[config.mk]
export PLATFORM = sky130hd
export DESIGN_NAME = acp_top
export DESIGN_NICKNAME = d
export VERILOG_FILES = /design/src/design/acp_pkg.sv /design/src/design/acp_tx_if.sv /design/src/design/acp_sender.sv /design/src/design/acp_top.sv
export VERILOG_INCLUDE_DIRS = /design/src /design/src/design
export SDC_FILE = /design/constraint.sdc
export NUM_CORES = 1
export LEC_CHECK = 0
export CAP_MARGIN = 20
export CORE_MARGIN = 8
export CORE_UTILIZATION = 40
export DETAILED_ROUTE_END_ITERATION = 8
export DONT_BUFFER_PORTS = 1
export GPL_TIMING_DRIVEN = 0
export PLACE_DENSITY = 0.62
export SETUP_SLACK_MARGIN = 0.15
export SLEW_MARGIN = 20
export SYNTH_ARGS = -nofsm -noshare
export SYNTH_HDL_FRONTEND = slang
export SYNTH_HIERARCHICAL = 1
export SYNTH_SLANG_ARGS = --single-unit
[constraint.sdc]
create_clock -name core_clk_in -period 13.7 [get_ports core_clk_in]
set_input_delay 1.37 -clock core_clk_in [delete_from_list [all_inputs] [get_ports core_clk_in]]
set_output_delay 1.37 -clock core_clk_in [all_outputs]
set_load 0.01 [all_outputs]
[src/design/acp_cfg.svh]
// register offsets, reset values, bit positions and frame characters of the
// ascii command parser; definitions only, included by the design modules
`ifndef ACP_CFG_SVH
`define ACP_CFG_SVH
// avalon word addresses
`define ACP_REG_CTRL 3'h0
`define ACP_REG_STAT 3'h1
`define ACP_REG_LATCH 3'h2
// control register layout and reset values, and the edge mask reset value
`define ACP_CHK_BIT 8
`define ACP_ADDR_RST 8'h01
`define ACP_CHK_RST 1'b0
`define ACP_EMASK_RST 8'h00
// frame characters
`define ACP_CH_DOLLAR 8'h24
`define ACP_CH_TILDE 8'h7E
`define ACP_CH_CR 8'h0D
`define ACP_CH_ACK 8'h21
`define ACP_CH_NAK 8'h3F
`define ACP_CH_ZERO 8'h30
`define ACP_CH_ONE 8'h31
// command letters
`define ACP_CMD_EDGE 8'h45
`define ACP_CMD_FW 8'h46
`define ACP_CMD_SW 8'h49
`define ACP_CMD_LATCH 8'h4C
`define ACP_CMD_CLEAR 8'h43
`define ACP_CMD_NAME 8'h4D
`define ACP_CMD_PROTO 8'h50
`define ACP_CMD_SETNAME 8'h4F
// buffer sizes
`define ACP_RX_MAX 16
`define ACP_TX_MAX 16
`endif

[src/design/acp_pkg.sv]
// shared types and the hex digit helper of the ascii command parser
// assumes nothing of its surroundings
package acp_pkg;
   typedef enum logic [2:0] {S_IDLE, S_COLLECT, S_DECODE, S_EMIT, S_DONE} acp_state_t;
   typedef enum logic [2:0] {K_ACK, K_NAK, K_EDGE, K_FW, K_SW, K_LATCH, K_NAME, K_PROTO}
      acp_reply_t;
   // nibble to upper-case ascii hex digit
   function automatic logic [7:0] acp_hex_char(input logic [3:0] n);
      return (n < 4'hA) ? (8'h30 + {4'h0, n}) : (8'h37 + {4'h0, n});
   endfunction
endpackage

[src/design/acp_tx_if.sv]
// reply character hand-off between the parser and the reply sender
// assumes both ends run on the same clock
`timescale 1ns/1ps
`default_nettype none
interface acp_tx_if;
   logic push;
   logic [7:0] ch;
   logic done;
   logic chk_en;
   logic busy;
   modport parser (output push, output ch, output done, output chk_en, input busy);
   modport sender (input push, input ch, input done, input chk_en, output busy);
endinterface
`default_nettype wire

[src/design/acp_sender.sv]
// reply sender: buffers one reply, appends checksum and terminator, streams bytes
// assumes pushes arrive only while busy is low, closed by a done pulse
`timescale 1ns/1ps
`default_nettype none
`include "acp_cfg.svh"
module acp_sender #(
   parameter int DEPTH = `ACP_TX_MAX
) (
   input wire logic clk_in,
   input wire logic rst_n_in,
   acp_tx_if.sender tx_if,
   input wire logic tx_ready_in,
   output logic tx_valid_out,
   output logic [7:0] tx_data_out
);
   import acp_pkg::*;
   localparam int AW = $clog2(DEPTH);
   typedef struct packed {
      logic [DEPTH-1:0][7:0] mem;
      logic [AW:0] wr;
      logic [AW:0] rd;
      logic [7:0] sum;
      logic [1:0] tail;
      logic send;
      logic valid;
      logic [7:0] data;
   } acp_snd_t;
   acp_snd_t s;
   acp_snd_t nxt;

   if (DEPTH < 16 || (DEPTH & (DEPTH - 1)) != 0)
   begin : g_depth_chk
      $error("acp_sender: DEPTH must be a power of two of at least 16");
   end

   // next state: fill while idle, then drain one byte per accepted beat
   always_comb
   begin
      nxt = s;
      if (s.valid && tx_ready_in)
         nxt.valid = 1'b0;
      // running sum covers every reply character ahead of the checksum
      if (!s.send && tx_if.push)
      begin
         nxt.mem[s.wr[AW-1:0]] = tx_if.ch;
         nxt.wr = s.wr + 1'b1;
         nxt.sum = s.sum + tx_if.ch;
      end
      if (!s.send && tx_if.done)
      begin
         nxt.send = 1'b1;
         nxt.tail = tx_if.chk_en ? 2'h0 : 2'h2;
      end
      // body first, then two checksum digits, then the terminator
      if (s.send && (!s.valid || tx_ready_in))
      begin
         if (s.rd != s.wr)
         begin
            nxt.data = s.mem[s.rd[AW-1:0]];
            nxt.valid = 1'b1;
            nxt.rd = s.rd + 1'b1;
         end
         else
         begin
            case (s.tail)
               2'h0: nxt.data = acp_hex_char(s.sum[7:4]);
               2'h1: nxt.data = acp_hex_char(s.sum[3:0]);
               2'h2: nxt.data = `ACP_CH_CR;
               default: nxt.data = s.data;
            endcase
            nxt.valid = (s.tail != 2'h3);
            nxt.tail = (s.tail == 2'h3) ? 2'h3 : s.tail + 2'h1;
            if (s.tail == 2'h3)
            begin
               nxt.send = 1'b0;
               nxt.wr = '0;
               nxt.rd = '0;
               nxt.sum = 8'h00;
            end
         end
      end
   end

   // state register
   always_ff @(posedge clk_in or negedge rst_n_in)
   begin
      if (!rst_n_in)
         s <= '0;
      else
         s <= nxt;
   end

   assign tx_valid_out = s.valid;
   assign tx_data_out = s.data;
   assign tx_if.busy = s.send;
endmodule
`default_nettype wire

[src/design/acp_top.sv]
// ascii command parser: collects addressed frames from a byte stream, decodes
// the edge, firmware, switch, latch, name and protocol commands, builds replies.
// assumes rx bytes come from a receiver on core_clk_in, one per rx_valid_in pulse.
// Notes on behaviour
// - frame is delimiter, two hex address digits, command, optional checksum, terminator.
// - accepted reply opens with '!' and address; rejected gives '?' and address.
// - bad syntax, receive error or foreign address produce no reply at all.
// - edge set stores hex mask, bit i for channel i, 1 rising, then acknowledges.
// - edge query returns the stored mask as two hex digits after the address.
// - firmware query returns the version string after the address.
// - switch query returns '0' in setup position, '1' in normal position.
// - latch query selector '0' reads low latches, '1' reads high latches.
// - latch reply is '!', four hex digits output then input, then "00", no address.
// - latch query with any other selector is rejected with address.
// - latch clear reloads every latch from the present levels, so the next query reads only those.
// - name query returns the stored name after the address.
// - tilde name set replaces the stored name and acknowledges.
// - protocol query gives support digit then stored selection digit.
// - reported selection is the stored one, not the one running now.
// - protocol set takes one digit, 0 native, 1 modbus, written to storage.
// - protocol change only in setup position, else rejected; effective after power-up.
//
// Our own choices: the register offsets and the Avalon-MM interface to the registers.
`timescale 1ns/1ps
`default_nettype none
`include "acp_cfg.svh"
module acp_top #(
   parameter int NAME_MAX = 8,
   parameter logic [8*NAME_MAX-1:0] NAME_RST = "IO-NODE1",
   parameter int FW_LEN = 4,
   parameter logic [8*FW_LEN-1:0] FW_STR = "B0.3", // arbitrary version text
   parameter logic MODBUS_OK = 1'b1
) (
   input wire logic core_clk_in,
   input wire logic reset_n_in,
   input wire logic [2:0] avs_address_in,
   input wire logic avs_read_in,
   input wire logic avs_write_in,
   input wire logic [31:0] avs_writedata_in,
   input wire logic [3:0] avs_byteenable_in,
   output logic [31:0] avs_readdata_out,
   output logic avs_waitrequest_out,
   input wire logic rx_valid_in,
   input wire logic [7:0] rx_data_in,
   input wire logic rx_err_in,
   input wire logic tx_ready_in,
   output logic tx_valid_out,
   output logic [7:0] tx_data_out,
   input wire logic [7:0] di_pins_in,
   input wire logic [7:0] do_state_in,
   input wire logic setup_sw_n_in,
   input wire logic proto_nv_in,
   output logic nv_wr_out,
   output logic nv_data_out,
   output logic proto_run_out,
   output logic [7:0] edge_mask_out
);
   import acp_pkg::*;
   typedef struct packed {
      acp_state_t st;
      logic [`ACP_RX_MAX-1:0][7:0] rx;
      logic [4:0] len;
      logic [7:0] sum;
      logic [7:0] delim;
      logic bad;
      acp_reply_t kind;
      logic [4:0] idx;
      logic [15:0] lat;
      logic [NAME_MAX-1:0][7:0] name;
      logic [3:0] nlen;
      logic [7:0] addr;
      logic chk_en;
      logic [7:0] emask;
      logic proto;
      logic proto_run;
      logic init;
      logic [1:0] sw;
      logic [7:0] di_m;
      logic [7:0] di_s;
      logic [7:0] hi_di;
      logic [7:0] hi_do;
      logic [7:0] lo_di;
      logic [7:0] lo_do;
      logic push;
      logic [7:0] ch;
      logic done;
      logic nv_wr;
      logic wreq;
      logic [31:0] rdata;
   } acp_st_t;
   acp_st_t s;
   acp_st_t nxt;
   logic [1:0] rsync_ff;
   logic rst_n;
   acp_tx_if tx_if();

   if (NAME_MAX < 1 || NAME_MAX > 12 || FW_LEN < 1 || FW_LEN > 12)
   begin : g_len_chk
      $error("acp_top: NAME_MAX and FW_LEN must lie in 1..12");
   end

   // ascii hex digit to {valid, value}
   function automatic logic [4:0] hex_val(input logic [7:0] c);
      if (c >= 8'h30 && c <= 8'h39)
         return {1'b1, c[3:0]};
      if ((c >= 8'h41 && c <= 8'h46) || (c >= 8'h61 && c <= 8'h66))
         return {1'b1, c[3:0] + 4'h9};
      return 5'h00;
   endfunction

   // reply length before checksum and terminator
   function automatic logic [4:0] reply_len(input acp_st_t t);
      case (t.kind)
         K_EDGE, K_PROTO: return 5'd5;
         K_FW: return 5'(3 + FW_LEN);
         K_SW: return 5'd4;
         K_LATCH: return 5'd7;
         K_NAME: return 5'd3 + {1'b0, t.nlen};
         default: return 5'd3;
      endcase
   endfunction

   // character at position idx of the reply being emitted
   function automatic logic [7:0] reply_char(input acp_st_t t);
      logic [7:0] c;
      logic [4:0] p;
      c = `ACP_CH_ACK;
      p = t.idx - 5'd3;
      if (t.idx == 5'd0)
         c = (t.kind == K_NAK) ? `ACP_CH_NAK : `ACP_CH_ACK;
      else if (t.kind == K_LATCH)
      begin
         // latch replies carry no address field
         case (t.idx)
            5'd1: c = acp_hex_char(t.lat[15:12]);
            5'd2: c = acp_hex_char(t.lat[11:8]);
            5'd3: c = acp_hex_char(t.lat[7:4]);
            5'd4: c = acp_hex_char(t.lat[3:0]);
            default: c = `ACP_CH_ZERO;
         endcase
      end
      else if (t.idx == 5'd1)
         c = acp_hex_char(t.addr[7:4]);
      else if (t.idx == 5'd2)
         c = acp_hex_char(t.addr[3:0]);
      else
      begin
         case (t.kind)
            K_EDGE: c = acp_hex_char(p[0] ? t.emask[3:0] : t.emask[7:4]);
            K_FW: c = FW_STR[8*(FW_LEN-1-int'(p)) +: 8];
            K_SW: c = t.sw[1] ? `ACP_CH_ONE : `ACP_CH_ZERO;
            K_NAME: c = t.name[NAME_MAX-1-int'(p)];
            K_PROTO: c = (p[0] ? t.proto : MODBUS_OK) ? `ACP_CH_ONE : `ACP_CH_ZERO;
            default: c = `ACP_CH_ACK;
         endcase
      end
      return c;
   endfunction

   // frame decode terms; with checksum on the last two characters are the checksum
   logic [4:0] plen;
   logic [7:0] psum;
   logic [4:0] hv0;
   logic [4:0] hv1;
   logic [4:0] hv3;
   logic [4:0] hv4;
   logic [4:0] hc0;
   logic [4:0] hc1;
   logic [7:0] cmd;
   logic [7:0] arg;
   logic [7:0] edge_arg;
   logic chk_ok;
   logic frame_ok;
   logic is_dollar;
   logic sel_ok;
   logic busy;
   assign plen = s.chk_en ? s.len - 5'd2 : s.len;
   assign psum = s.sum - s.rx[4'(s.len - 5'd1)] - s.rx[4'(s.len - 5'd2)];
   assign hc0 = hex_val(s.rx[4'(s.len - 5'd2)]);
   assign hc1 = hex_val(s.rx[4'(s.len - 5'd1)]);
   assign hv0 = hex_val(s.rx[0]);
   assign hv1 = hex_val(s.rx[1]);
   assign hv3 = hex_val(s.rx[3]);
   assign hv4 = hex_val(s.rx[4]);
   assign cmd = s.rx[2];
   assign arg = s.rx[3];
   assign edge_arg = {hv3[3:0], hv4[3:0]};
   assign chk_ok = !s.chk_en || (s.len >= 5'd2 && hc0[4] && hc1[4]
      && {hc0[3:0], hc1[3:0]} == psum);
   assign frame_ok = chk_ok && !s.bad && plen >= 5'd3 && plen <= 5'd16
      && hv0[4] && hv1[4] && {hv0[3:0], hv1[3:0]} == s.addr;
   assign is_dollar = (s.delim == `ACP_CH_DOLLAR);
   assign sel_ok = (arg == `ACP_CH_ZERO || arg == `ACP_CH_ONE);
   assign busy = (s.st != S_IDLE) || tx_if.busy;

   // next state of the whole block
   always_comb
   begin
      nxt = s;
      nxt.push = 1'b0;
      nxt.done = 1'b0;
      nxt.nv_wr = 1'b0;
      nxt.sw = {s.sw[0], setup_sw_n_in};
      nxt.di_m = di_pins_in;
      nxt.di_s = s.di_m;
      // latches collect until cleared
      nxt.hi_di = s.hi_di | s.di_s;
      nxt.hi_do = s.hi_do | do_state_in;
      nxt.lo_di = s.lo_di | ~s.di_s;
      nxt.lo_do = s.lo_do | ~do_state_in;
      // storage value is picked up once after reset and never again for the run copy
      if (!s.init)
      begin
         nxt.init = 1'b1;
         nxt.proto = proto_nv_in;
         nxt.proto_run = proto_nv_in;
      end
      case (s.st)
         S_IDLE, S_COLLECT:
         begin
            if (rx_valid_in)
            begin
               if (rx_data_in == `ACP_CH_DOLLAR || rx_data_in == `ACP_CH_TILDE)
               begin
                  // any delimiter restarts the frame
                  nxt.st = S_COLLECT;
                  nxt.len = 5'd0;
                  nxt.sum = rx_data_in;
                  nxt.delim = rx_data_in;
                  nxt.bad = rx_err_in;
               end
               else if (s.st == S_COLLECT && rx_data_in == `ACP_CH_CR)
               begin
                  nxt.st = S_DECODE;
                  nxt.bad = s.bad | rx_err_in;
               end
               else if (s.st == S_COLLECT)
               begin
                  nxt.sum = s.sum + rx_data_in;
                  nxt.bad = s.bad | rx_err_in | (s.len == 5'd16);
                  if (s.len != 5'd16)
                  begin
                     nxt.rx[s.len[3:0]] = rx_data_in;
                     nxt.len = s.len + 5'd1;
                  end
               end
            end
         end
         S_DECODE:
         begin
            nxt.st = S_EMIT;
            nxt.idx = 5'd0;
            nxt.kind = K_NAK;
            if (!frame_ok)
               nxt.st = S_IDLE;
            else if (!is_dollar)
            begin
               if (cmd == `ACP_CMD_SETNAME && plen - 5'd3 <= 5'(NAME_MAX))
               begin
                  nxt.kind = K_ACK;
                  nxt.nlen = 4'(plen - 5'd3);
                  for (int i = 0; i < NAME_MAX; i++)
                     nxt.name[NAME_MAX-1-i] = s.rx[4'(3 + i)];
               end
            end
            else
            begin
               case (cmd)
                  `ACP_CMD_EDGE:
                  begin
                     if (plen == 5'd3)
                        nxt.kind = K_EDGE;
                     else if (plen == 5'd5 && hv3[4] && hv4[4])
                     begin
                        nxt.emask = edge_arg;
                        nxt.kind = K_ACK;
                     end
                     else if (plen == 5'd5)
                        nxt.st = S_IDLE;
                  end
                  `ACP_CMD_FW:
                     if (plen == 5'd3)
                        nxt.kind = K_FW;
                  `ACP_CMD_SW:
                     if (plen == 5'd3)
                        nxt.kind = K_SW;
                  `ACP_CMD_LATCH:
                  begin
                     if (plen == 5'd4 && sel_ok)
                     begin
                        nxt.kind = K_LATCH;
                        nxt.lat = arg[0] ? {s.hi_do, s.hi_di} : {s.lo_do, s.lo_di};
                     end
                     else
                        nxt.kind = K_NAK;
                  end
                  `ACP_CMD_CLEAR:
                  begin
                     if (plen == 5'd3)
                     begin
                        // a level present in the clearing cycle stays latched
                        nxt.kind = K_ACK;
                        nxt.hi_di = s.di_s;
                        nxt.hi_do = do_state_in;
                        nxt.lo_di = ~s.di_s;
                        nxt.lo_do = ~do_state_in;
                     end
                  end
                  `ACP_CMD_NAME:
                     if (plen == 5'd3)
                        nxt.kind = K_NAME;
                  `ACP_CMD_PROTO:
                  begin
                     if (plen == 5'd3)
                        nxt.kind = K_PROTO;
                     else if (plen == 5'd4 && sel_ok && !s.sw[1] && (MODBUS_OK || !arg[0]))
                     begin
                        nxt.kind = K_ACK;
                        nxt.proto = arg[0];
                        nxt.nv_wr = 1'b1;
                     end
                  end
                  default:
                     nxt.kind = K_NAK;
               endcase
            end
         end
         S_EMIT:
         begin
            // hold off while the previous reply is still leaving
            if (!tx_if.busy)
            begin
               nxt.push = 1'b1;
               nxt.ch = reply_char(s);
               nxt.idx = s.idx + 5'd1;
               if (s.idx == reply_len(s) - 5'd1)
                  nxt.st = S_DONE;
            end
         end
         S_DONE:
         begin
            nxt.done = 1'b1;
            nxt.st = S_IDLE;
         end
         default:
            nxt.st = S_IDLE;
      endcase
      // avalon slave: one wait cycle, read data captured, write lands on the release edge
      nxt.wreq = !((avs_read_in || avs_write_in) && s.wreq);
      if (avs_read_in && s.wreq)
      begin
         case (avs_address_in)
            `ACP_REG_CTRL: nxt.rdata = {23'h0, s.chk_en, s.addr};
            `ACP_REG_STAT: nxt.rdata = {20'h0, busy, !s.sw[1], s.proto_run, s.proto, s.emask};
            `ACP_REG_LATCH: nxt.rdata = {s.lo_do, s.lo_di, s.hi_do, s.hi_di};
            default: nxt.rdata = 32'h0;
         endcase
      end
      if (avs_write_in && !s.wreq && avs_address_in == `ACP_REG_CTRL)
      begin
         if (avs_byteenable_in[0])
            nxt.addr = avs_writedata_in[7:0];
         if (avs_byteenable_in[1])
            nxt.chk_en = avs_writedata_in[`ACP_CHK_BIT];
      end
   end

   // reset release through two stages
   always_ff @(posedge core_clk_in or negedge reset_n_in)
   begin
      if (!reset_n_in)
         rsync_ff <= 2'h0;
      else
         rsync_ff <= {rsync_ff[0], 1'b1};
   end
   assign rst_n = rsync_ff[1];

   // state register
   always_ff @(posedge core_clk_in or negedge rst_n)
   begin
      if (!rst_n)
      begin
         s <= '0;
         s.name <= NAME_RST;
         s.nlen <= 4'(NAME_MAX);
         s.addr <= `ACP_ADDR_RST;
         s.chk_en <= `ACP_CHK_RST;
         s.emask <= `ACP_EMASK_RST;
         s.sw <= 2'h3;
         s.wreq <= 1'b1;
      end
      else
         s <= nxt;
   end

   assign tx_if.push = s.push;
   assign tx_if.ch = s.ch;
   assign tx_if.done = s.done;
   assign tx_if.chk_en = s.chk_en;
   assign avs_readdata_out = s.rdata;
   assign avs_waitrequest_out = s.wreq;
   assign nv_wr_out = s.nv_wr;
   assign nv_data_out = s.proto;
   assign proto_run_out = s.proto_run;
   assign edge_mask_out = s.emask;

   acp_sender #(.DEPTH(`ACP_TX_MAX)) u_sender (
      .clk_in(core_clk_in),
      .rst_n_in(rst_n),
      .tx_if(tx_if),
      .tx_ready_in(tx_ready_in),
      .tx_valid_out(tx_valid_out),
      .tx_data_out(tx_data_out)
   );
endmodule
`default_nettype wire

==> flow_summary.toml, run 1 <==
[floorplanning]
horizontal_extent_of_the_die_um = 281
num_io_pins = 125
floorplan.die.height_um = 281
coreArea_um2 = 69800
row_count = 97
floorplan.initialDensity_pct = 40.3
fp.dieArea_um2 = 79000

[timing]
finalCriticalPeriod_ps = 7930
timing.max_slew.rel_slack_pct = 26.3
hold_violation_count_in_the_final_report = 0
fmax_mhz = 126
finalSetupTns_ps = 0
setup-violations-final = 0
finalClockSkew_ps = 50.7
setup_repair_after_global_routing_missed_its_margin = "no"
drv_slew = 0
fin_crit_sh_pct = 57.9
worst_margin_pin_slew_ps = 1110

[global_routing]
grt_max_degree = 62
antenna_found_initial = 0
grt_util_all_layers_pct = 20.2
vias_in_the_first_global_route = 20400
grt_pass1_wl_mm = 125
globalRouteOverflowTotal = 0

[drt]
ant_nets = 0
detail_route.wl_per_cell_um = 23.5
drt-total-wl_mm = 80.6
drt-pass1-iter-count = 7
routed-via-count = 19700
detailedRoute.firstIterationViolations = 1488
drc = 0
detail_route.vias_per_cell = 5.75

[clock_network]
tritoncts.num_buffers = 54
cts-htree-levels = 2
cts_hold_repair.buffers = 0
cts-root-buf = "clkbuf_16"
cts_repair_resize_count = 0
cts_num_sinks = 495
insertion_delay_ps = 640
post_cts_buffers = 0
cts.reportedPaths.clkPinSlew_ps = 70
ctsLongestPathBuffers = 3
cts_tree = "built"

[power]
ir_drop_uv = 108
comb_power_share_pct = 24.6
total_leakage_power_nw = 14.2
sw_frac_of_total_pct = 32.3
cell_pwr_density_nw_per_um2 = 134
p_int_mw = 2.85
power.total_mw = 4.21
clockPowerShare_pct = 36.7
seq_power_share_pct = 38.7
power_switching_mw = 1.36

[synthesis]
synth-seq-cells = 495
synth.top_cells.by_area = "dfrtp_1 42%, mux2_2 12%, mux4_2 7.5%"
synth_cells = 2381
yosysTopAreaCell = "dfrtp_1"
yosys_most_used_dff = "dfrtp_1"
netlist-cell-type-count = 99
synth.yosys.seq_area_share_pct = 44.2
yosysTopAreaCellShare_pct = 41.7
yosysWarningCount = 6
syn_area_per_cell_um2 = 11.8
synthesis.area_um2 = 28100
synth_edf_count = 0
asyncSetResetFlopFracSynth_pct = 100

[worst_setup_path]
worst-r2r-setup-slack_ps = 5770
critical_path.reg2reg.endpoint = "s[50]"
critical_path_rt_ps = 14150
cp_max_fo = 10
startpoint = "s[224]"
worstReg2RegStart = "s[224]"
crit_arrival_ps = 8380
setup.worst_path.start_class = "flop"
setup.worst_path.end_class = "flop"
crit_type = "reg -> reg"
rr_worst_depth = 26

[final_layout]
antenna_cells = 0
layout.filler_cells = 6347
fin_util_pct = 45.1
finish.net_count = 2609
flow.area_growth_from_synthesis_pct = 11.9
drive_gt1_share_pct = 27.6

[run]
max_cap_viols = 0

[place]
gp_routability_congestion = 0.945
io_buffer_count = 0
hpwl_after_dpl_mm = 61.1

[run_status]
run_status = "finished, final reports clean"

[min_path]
hold_path_class = "reg -> async"
logic make-up after synthesis:
| family | Yosys count | synth area share (%) |
|---|---|---|
| muxes | 512 | 25.0 |
| DFF | 495 | 44.2 |
| AOI/OAI and AO/OA | 415 | 9.82 |
| adders and majority gates | 89 | 4.12 |
| other | 1 | 0.0133 |
| and+or+nand+nor | 518 | 9.49 |
| xor gates and xnor gates | 74 | 2.41 |
| buffers and inverters | 277 | 4.97 |
area by class of cell:
class | instances | area [µm²] | share of cell area, %
Clock inverter | 27 | 402 | 1.28
Inverter | 102 | 383 | 1.22
Buffer | 175 | 1010 | 3.23
Sequential cell | 495 | 12400 | 39.5
Clock buffer | 72 | 1490 | 4.73
Timing Repair Buffer | 10 | 248 | 0.788
Multi-Input combinational cell | 1610 | 14300 | 45.5
Tap cell | 940 | 1180 | 3.74
sequential cells by signal (all words and copies together) (netlist names):
name and cells:
arg 8, avs_readdata_out 32, avs_waitrequest_out 1, cmd 8
edge_mask_out 8, nv_data_out 1, nv_wr_out 1, nxt 9
proto_run_out 1, rsync_ff 2, s 255, tx_if.ch 8
tx_if.chk_en 1, tx_if.done 1, tx_if.push 1, u_sender/s 148
u_sender/tx_data_out 8, u_sender/tx_if.busy 1, u_sender/tx_valid_out 1
per-stage QoR:
stage                     area (µm²)  cells  worst slack (ps)  hold slack (ps)
final                          31500   3431              5770              253
after global routing           31500   3431              5390              290
after CTS                      31500   3431              5860              269
after detailed placement       29600   3332              5960              263
after global placement         29300   3322              3000              336
after floorplan                28100   2382              5660              331
how the worst max path moves through the flow:
stage	cells past startpoint	to	slack, ps
2_1_floorplan	0	arg[0]	5660
3_3_place_gp	0	u_sender/s[62]	3000
3_5_place_dp	26	s[46]	5960
4_1_cts	26	s[46]	5860
5_1_grt	26	s[51]	5390
6_report	26	s[50]	5770
per-layer routing:
metal	share of wire, %	track usage [%]
met5	0	0
met1	43	26.3
met2	47	33.3
met4	5.0	9.06
met3	5.0	2.95
placed cells by master (no fill, tap or decap), types with 38 or more instances in the layout:
master / Yosys / final
nand2_1: 165 / 165
a21oi_1: 86 / 86
ha_1: 83 / 83
dfrtp_1: 469 / 468
o21ai_0: 111 / 111
inv_1: 100 / 100
mux2_2: 290 / 290
buf_4: 54 / 55
nor2_1: 84 / 84
nand3_1: 65 / 65
clkbuf_1: 77 / 88
mux2_4: 38 / 38
xnor2_1: 43 / 43
mux2i_1: 78 / 78
clkbuf_16: 0 / 54
mux4_2: 94 / 94
critical path, cell delays in order (launching register included):
cell	delay, ps
dfrtp_1	500
buf_2	310
buf_4	260
buf_6	210
inv_1	180
ha_1	390
clkbuf_1	430
buf_1	440
nor3_1	140
a211oi_2	520
xnor2_1	180
ha_1	330
inv_1	50
ha_1	170
or2_2	280
fa_1	400
a21oi_1	200
nor2_1	80
a211o_1	280
a21oi_1	190
xnor2_1	120
xnor2_1	230
and4_1	270
o2111ai_4	240
o31ai_1	620
clkbuf_1	520
o21ai_0	160
power by group through the flow:
| stage | logic [mW] | clock network (mW) | registers [mW] |
|---|---|---|---|
| 2_1_floorplan | 0.748 | 0 | 1.63 |
| 3_3_place_gp | 0.969 | 0 | 1.68 |
| 3_5_place_dp | 1.03 | 0 | 1.65 |
| 4_1_cts | 1.03 | 1.58 | 1.63 |
| 5_1_grt | 1.12 | 1.64 | 1.64 |
| 6_report | 1.03 | 1.54 | 1.63 |
synthesized netlist by cell type (all sizes together) (5+ instances only):
master / number
clkbuf: 77
a31oi: 14
o211ai: 8
a21oi: 86
fa: 6
a211oi: 21
nor2: 95
nand2b: 27
xnor2: 45
buf: 98
mux2: 329
nor3: 25
a21boi: 7
nor2b: 23
dfstp: 26
nand2: 165
mux4: 105
nor4: 14
mux2i: 78
o21ai: 114
a22oi: 5
inv: 100
nand4: 13
o21a: 9
or2: 11
xor2: 29
nor4b: 9
ha: 83
nand3b: 5
o22ai: 23
nand3: 66
and2: 14
o21bai: 27
a21o: 8
or3: 5
a22o: 37
and3: 12
nor3b: 12
dfrtp: 469
o31ai: 12
Note: power is estimated with default switching activity, not from simulation.
==> run 2, diff against run 1 <==
ABC_AREA = 1   (was default)
PLACE_DENSITY = 0.6   (was 0.62)
clock period = 7.8 ns   (was 13.7 ns; I/O delays follow)
==> flow_summary.toml, run 2 <==
[worst_setup_path]
crit_type = "reg -> reg"
cp_max_fo = 14
setup.worst_path.start_class = "flop"
setup.worst_path.end_class = "flop"
crit_path_frequent_cell = "inv_1"
critical_path_rt_ps = 8310
crit_arrival_ps = 7350
critical-path-slowest-cell = "clkbuf_1"
slowest_delay_ps = 750

[synthesis]
synth.top_cells.by_area = "dfrtp_1 41%, nand2_1 15%, o21ai_0 6.7%"
synth-compound-area-share_pct = 13.9
yosysTopAreaCellShare_pct = 40.7
synth_simple_gate_area_share_pct = 27.3
asyncSetResetFlopFracSynth_pct = 100
synth.top_cells.by_count = "1114 x nand2_1, 469 x dfrtp_1, 415 x inv_1"
syn_area_per_cell_um2 = 7.41
synth-adder-area-share_pct = 4.02
synth.yosys.seq_area_share_pct = 43.1
synth_cells = 3889
yosysWarningCount = 6
synth.area.mux_share_pct = 0.0695
synthMostInstantiatedCell = "nand2_1"
synthesis.area_um2 = 28800
synth_edf_count = 0
yosys_most_used_dff = "dfrtp_1"
synthXorXnorAreaFrac_pct = 1.52
netlist-cell-type-count = 66
largest_family_of_logic_cells_by_synthesized_area = "simple AND/OR/NAND/NOR gates"
synth-seq-cells = 495
yosysTopAreaCell = "dfrtp_1"

[global_routing]
grt_pass1_wl_mm = 153
globalRouteOverflowTotal = 0
antenna_found_initial = 0
grt_max_degree = 57
grt_util_all_layers_pct = 23.8
vias_in_the_first_global_route = 25400

[power]
ir_drop_uv = 579
cell_pwr_density_nw_per_um2 = 477
total_leakage_power_nw = 15.6

[floorplanning]
row_count = 98
floorplan.die.height_um = 284
horizontal_extent_of_the_die_um = 284
floorplan.initialDensity_pct = 40.4
fp.dieArea_um2 = 80900
num_io_pins = 125
coreArea_um2 = 71400

[timing]
drv_slew = 0
fin_crit_sh_pct = 87.7
finalCriticalPeriod_ps = 6840
hold_ws_ps = 131
setup_repair_after_global_routing_missed_its_margin = "no"
fmax_mhz = 146
worst_margin_pin_slew_ps = 1030
finalClockSkew_ps = 43.2
hold_violation_count_in_the_final_report = 0
finalSetupTns_ps = 0
timing.max_slew.rel_slack_pct = 30.7
setup-violations-final = 0

[final_layout]
layout.cells.most_common = "nand2_1"
max_flop_register = "s"
largest_register_ff_count = 255
most_frequent_cells_in_the_layout = "1114 x nand2_1, 468 x dfrtp_1, 415 x inv_1"
instances_no_fill = 4958
drive_gt1_share_pct = 8.81
finish.net_count = 4120
flow.area_growth_from_synthesis_pct = 11.7
fin_util_pct = 45.1

[place]
io_buffer_count = 0
hpwl_after_dpl_mm = 74.6
gp_routability_congestion = 0.958
dp.cells = 4850

[drt]
detail_route.wl_per_cell_um = 19.9
drt-pass1-iter-count = 5
detailedRoute.firstIterationViolations = 2543
drt-total-wl_mm = 98.8
drc = 0
routed-via-count = 26600
ant_nets = 0
detail_route.vias_per_cell = 5.37

[clock_network]
insertion_delay_ps = 640
post_cts_buffers = 0
cts-htree-levels = 2
ctsLongestPathBuffers = 3
cts_tree = "built"
cts.reportedPaths.clkPinSlew_ps = 70
cts_num_sinks = 495
tritoncts.num_buffers = 56
cts-root-buf = "clkbuf_16"

[min_path]
hold_path_class = "in -> reg"

[run_status]
run_status = "finished, final reports clean"

[run]
max_cap_viols = 0
-- run 2: changes by cell type in the layout (fill, tap and decap cells not counted), moves of 94 or more --
cell | previous run | this run
nand2_1 | 165 | 1114
inv_1 | 100 | 415
mux2_2 | 290 | 0
o21ai_0 | 111 | 383
nand3_1 | 65 | 331
nor2_1 | 84 | 288
mux4_2 | 94 | 0
-- run 2: area by class of cell --
type / count / area (µm²)
Buffer: 209 / 1230
Multi-Input combinational cell: 2742 / 13500
Inverter: 444 / 1670
Sequential cell: 495 / 12400
Antenna cell: 1 / 2.50
Clock buffer: 74 / 1560
Fill cell: 7421 / 39200
Clock inverter: 32 / 344
Timing Repair Buffer: 11 / 270
Tap cell: 950 / 1190
-- run 2: critical path: cells and delay by family, from the launching register on --
kind          cells  cell delay (ps)
fa+ha+maj         4             1230
flops             1              490
simple gates     18             2270
buf+inv          11             2240
xor+xnor          2              430
-- run 2: cell families after synthesis --
family	count (synthesis)
and+or+nand+nor	1872
AOI/OAI and AO/OA	733
buffers and inverters	653
DFF	495
adders and majority gates	89
xor gates and xnor gates	44
muxes	2
other	1
-- run 2: final timing paths --
| kind | endpoint | slack [ps] | cells past startpoint | startpoint |
|---|---|---|---|---|
| max in group asynchronous | s[93] | 6130 | 3 | rsync_ff[1] |
| min reg2reg | s[176] | 320 | 0 | rsync_ff[1] |
| min in group asynchronous | s[176] | 320 | 0 | rsync_ff[1] |
| max | s[190] | 960 | 35 | s[224] |
| max reg2reg | s[190] | 960 | 35 | s[224] |
| min | nxt[93] | 130 | 0 | setup_sw_n_in |
-- run 2: power breakdown --
part           switching (mW)  internal, mW
clock                    1.17          1.56
sequential              0.516          3.09
combinational            6.00          3.04
total                    7.68          7.69
-- run 2: routing by layer --
| layer | vias up | share of wire [%] | track usage, % | routed length [µm] |
|---|---|---|---|---|
| met3 | 247 | 6.4 | 3.64 | 6280 |
| met5 | - | 0 | 0 | 0 |
| li1 | 12700 | - | - | - |
| met4 | 0 | 4.6 | 10.1 | 4560 |
| met2 | 953 | 45 | 38.0 | 44800 |
| met1 | 12700 | 44 | 31.9 | 43200 |
-- run 2: metrics by stage --
stage / total power [mW] / cell area (µm²) / setup WS (ps)
6_report: 15.4 / 32200 / 961
5_1_grt: 16.7 / 32200 / 583
4_1_cts: 15.4 / 32200 / 982
3_5_place_dp: 12.6 / 30300 / 1010
3_3_place_gp: 12.5 / 30000 / 916
2_1_floorplan: 9.99 / 28800 / 2830
-- run 2: timing repair --
item                                   4_1_cts  5_1_grt
hold buffers                                 1        0
gates resized for setup                      0        0
endpoints found under the hold margin        2        0
==> run 3, diff against run 2 <==
HOLD_SLACK_MARGIN = 0.12   (was default)
SYNTH_HIERARCHICAL = default   (was 1)
==> flow_summary.toml, run 3 <==
[run]
max_cap_viols = 0

[floorplanning]
fp.dieArea_um2 = 79300
floorplan.die.height_um = 282
num_io_pins = 125
coreArea_um2 = 69900
row_count = 97
horizontal_extent_of_the_die_um = 282
floorplan.initialDensity_pct = 40.3

[synthesis]
asyncSetResetFlopFracSynth_pct = 100
syn_area_per_cell_um2 = 7.54
synthesis.area_um2 = 28200
netlist-cell-type-count = 62
synth_cells = 3738
synth.yosys.seq_area_share_pct = 44.0
synth_edf_count = 0
synth.top_cells.by_count = "976 x nand2_1, 469 x dfrtp_1, 420 x o21ai_0"
synth-seq-cells = 495
yosysTopAreaCell = "dfrtp_1"
yosysWarningCount = 0
synth.top_cells.by_area = "dfrtp_1 42%, nand2_1 13%, o21ai_0 7.5%"
yosysTopAreaCellShare_pct = 41.6
synthMostInstantiatedCell = "nand2_1"
yosys_most_used_dff = "dfrtp_1"

[worst_setup_path]
setup.worst_path.end_class = "flop"
crit_arrival_ps = 7700
critical_path_rt_ps = 8280
crit_path_frequent_cell = "nand3_1"
crit_type = "reg -> reg"
cp_max_fo = 14
setup.worst_path.start_class = "flop"
critical-path-slowest-cell = "clkbuf_1"
slowest_delay_ps = 770

[timing]
hold_violation_count_in_the_final_report = 0
fmax_mhz = 139
setup-violations-final = 0
worst_margin_pin_slew_ps = 1160
timing.max_slew.rel_slack_pct = 22.8
finalClockSkew_ps = 19.6
finalCriticalPeriod_ps = 7210
fin_crit_sh_pct = 92.5
drv_slew = 0
finalSetupTns_ps = 0
setup_repair_after_global_routing_missed_its_margin = "no"

[final_layout]
fin_util_pct = 45.1
flow.area_growth_from_synthesis_pct = 11.9
largest_register_ff_count = 255
most_frequent_cells_in_the_layout = "976 x nand2_1, 468 x dfrtp_1, 420 x o21ai_0"
layout.cells.most_common = "nand2_1"
finish.net_count = 3967
drive_gt1_share_pct = 7.11
max_flop_register = "s"
antenna_cells = 0

[drt]
routed-wl-met3_mm = 6.28
top_layer_used = "met5"
routed-wl-met2_mm = 47.1
drt-total-wl_mm = 101
detailedRoute.firstIterationViolations = 2513
detail_route.vias_per_cell = 5.44
detail_route.wl_per_cell_um = 21.0
drc = 0
routed-via-count = 26100
ant_nets = 0
wirelength_met1_mm = 42.9
drt-pass1-iter-count = 6

[place]
io_buffer_count = 0
gp_routability_congestion = 1.01
hpwl_after_dpl_mm = 76.0

[global_routing]
antenna_found_initial = 1
grt_pass1_wl_mm = 153
grt_max_degree = 56
globalRouteOverflowTotal = 0
grt_util_all_layers_pct = 25.0
vias_in_the_first_global_route = 25000

[clock_network]
cts-root-buf = "clkbuf_16"
post_cts_buffers = 0
cts-htree-levels = 2
tritoncts.num_buffers = 55
ctsLongestPathBuffers = 3
cts_tree = "built"
insertion_delay_ps = 620
cts.reportedPaths.clkPinSlew_ps = 60
cts_num_sinks = 495

[min_path]
hold_path_class = "in -> reg"

[power]
total_leakage_power_nw = 15.0
ir_drop_uv = 436
cell_pwr_density_nw_per_um2 = 412

[run_status]
run_status = "finished, final reports clean"
[run 3: cell types whose count changed after synthesis, moves of 10 or more]
cell and delta:
o22ai_1 +12, clkbuf_1 +41, a21oi_1 +35, nor2_1 -34, buf_2 -25, nand3_1 -24, o21ai_1 -23, nor2_2 -10
inv_2 -12, o21ai_0 +37, nand2_1 -138, o211ai_1 -10
[run 3: worst max-delay path, delay by kind of cell, from the launching register on]
family	cells	cell delay, ps
buffers and inverters	9	2410
AND/OR/NAND/NOR	15	1900
adder cells (fa/ha/maj)	4	1240
AO/OA/AOI/OAI	4	570
flip-flops	1	500
XOR/XNOR	2	450
[run 3: kinds of logic after synthesis]
logic type      synth area share (%)
compound gates                  15.6
xor+xnor                        1.73
fa+ha+maj                       4.06
buf+inv                         9.76
flops                           44.0
mux                           0.0710
other cells                   0.0133
simple gates                    24.7
[run 3: report_power, final]
group | internal, mW | switching (mW) | leakage [nW]
combinational | 2.38 | 4.74 | 7.89
clock | 1.60 | 1.13 | 0.940
sequential | 2.86 | 0.293 | 6.14
[run 3: cell type report]
type,instances,area [µm²]
inverters,418,1570
clock buffers,79,1640
repair buffers,11,270
flip-flops and latches,495,12400
clock inverters,24,259
plain buffers,217,1180
multi-input cells,2609,13000
fillers,7275,38400
well taps,940,1180
[run 3: repair_timing]
item,in CTS,in global routing
resized for setup,0,0
endpoints found under the setup margin,0,0
hold buffers,1,0
hold endpoints to repair,2,0
[run 3: metal layers]
metal	vias to the layer above	GRT usage, %
li1	12400	-
met1	12600	32.9
met2	888	41.3
met3	225	3.39
met4	2	10.4
met5	-	0
[run 3: metrics by stage]
| step | total power, mW | setup WS [ps] | area, µm² | std cells | hold slack (ps) |
|---|---|---|---|---|---|
| finish | 13.0 | 585 | 31600 | 4793 | 155 |
| global route | 13.9 | 278 | 31600 | 4793 | 134 |
| CTS | 12.9 | 691 | 31600 | 4793 | 126 |
| detailed placement | 10.2 | 732 | 29600 | 4689 | 277 |
| global placement | 10.1 | 699 | 29400 | 4679 | 333 |
| floorplan | 8.13 | 2660 | 28200 | 3739 | 331 |
[run 3: final timing paths]
check	slack [ps]	startpoint	to	cells after the start
max in group asynchronous	6060	rsync_ff[1]	s[148]	4
worst min-delay path	160	setup_sw_n_in	nxt[93]	0
min in group asynchronous	260	rsync_ff[1]	s[209]	0
worst max-delay path	590	s[224]	s[165]	34
worst max register to register	590	s[224]	s[165]	34
worst min register to register	260	rsync_ff[1]	s[209]	0
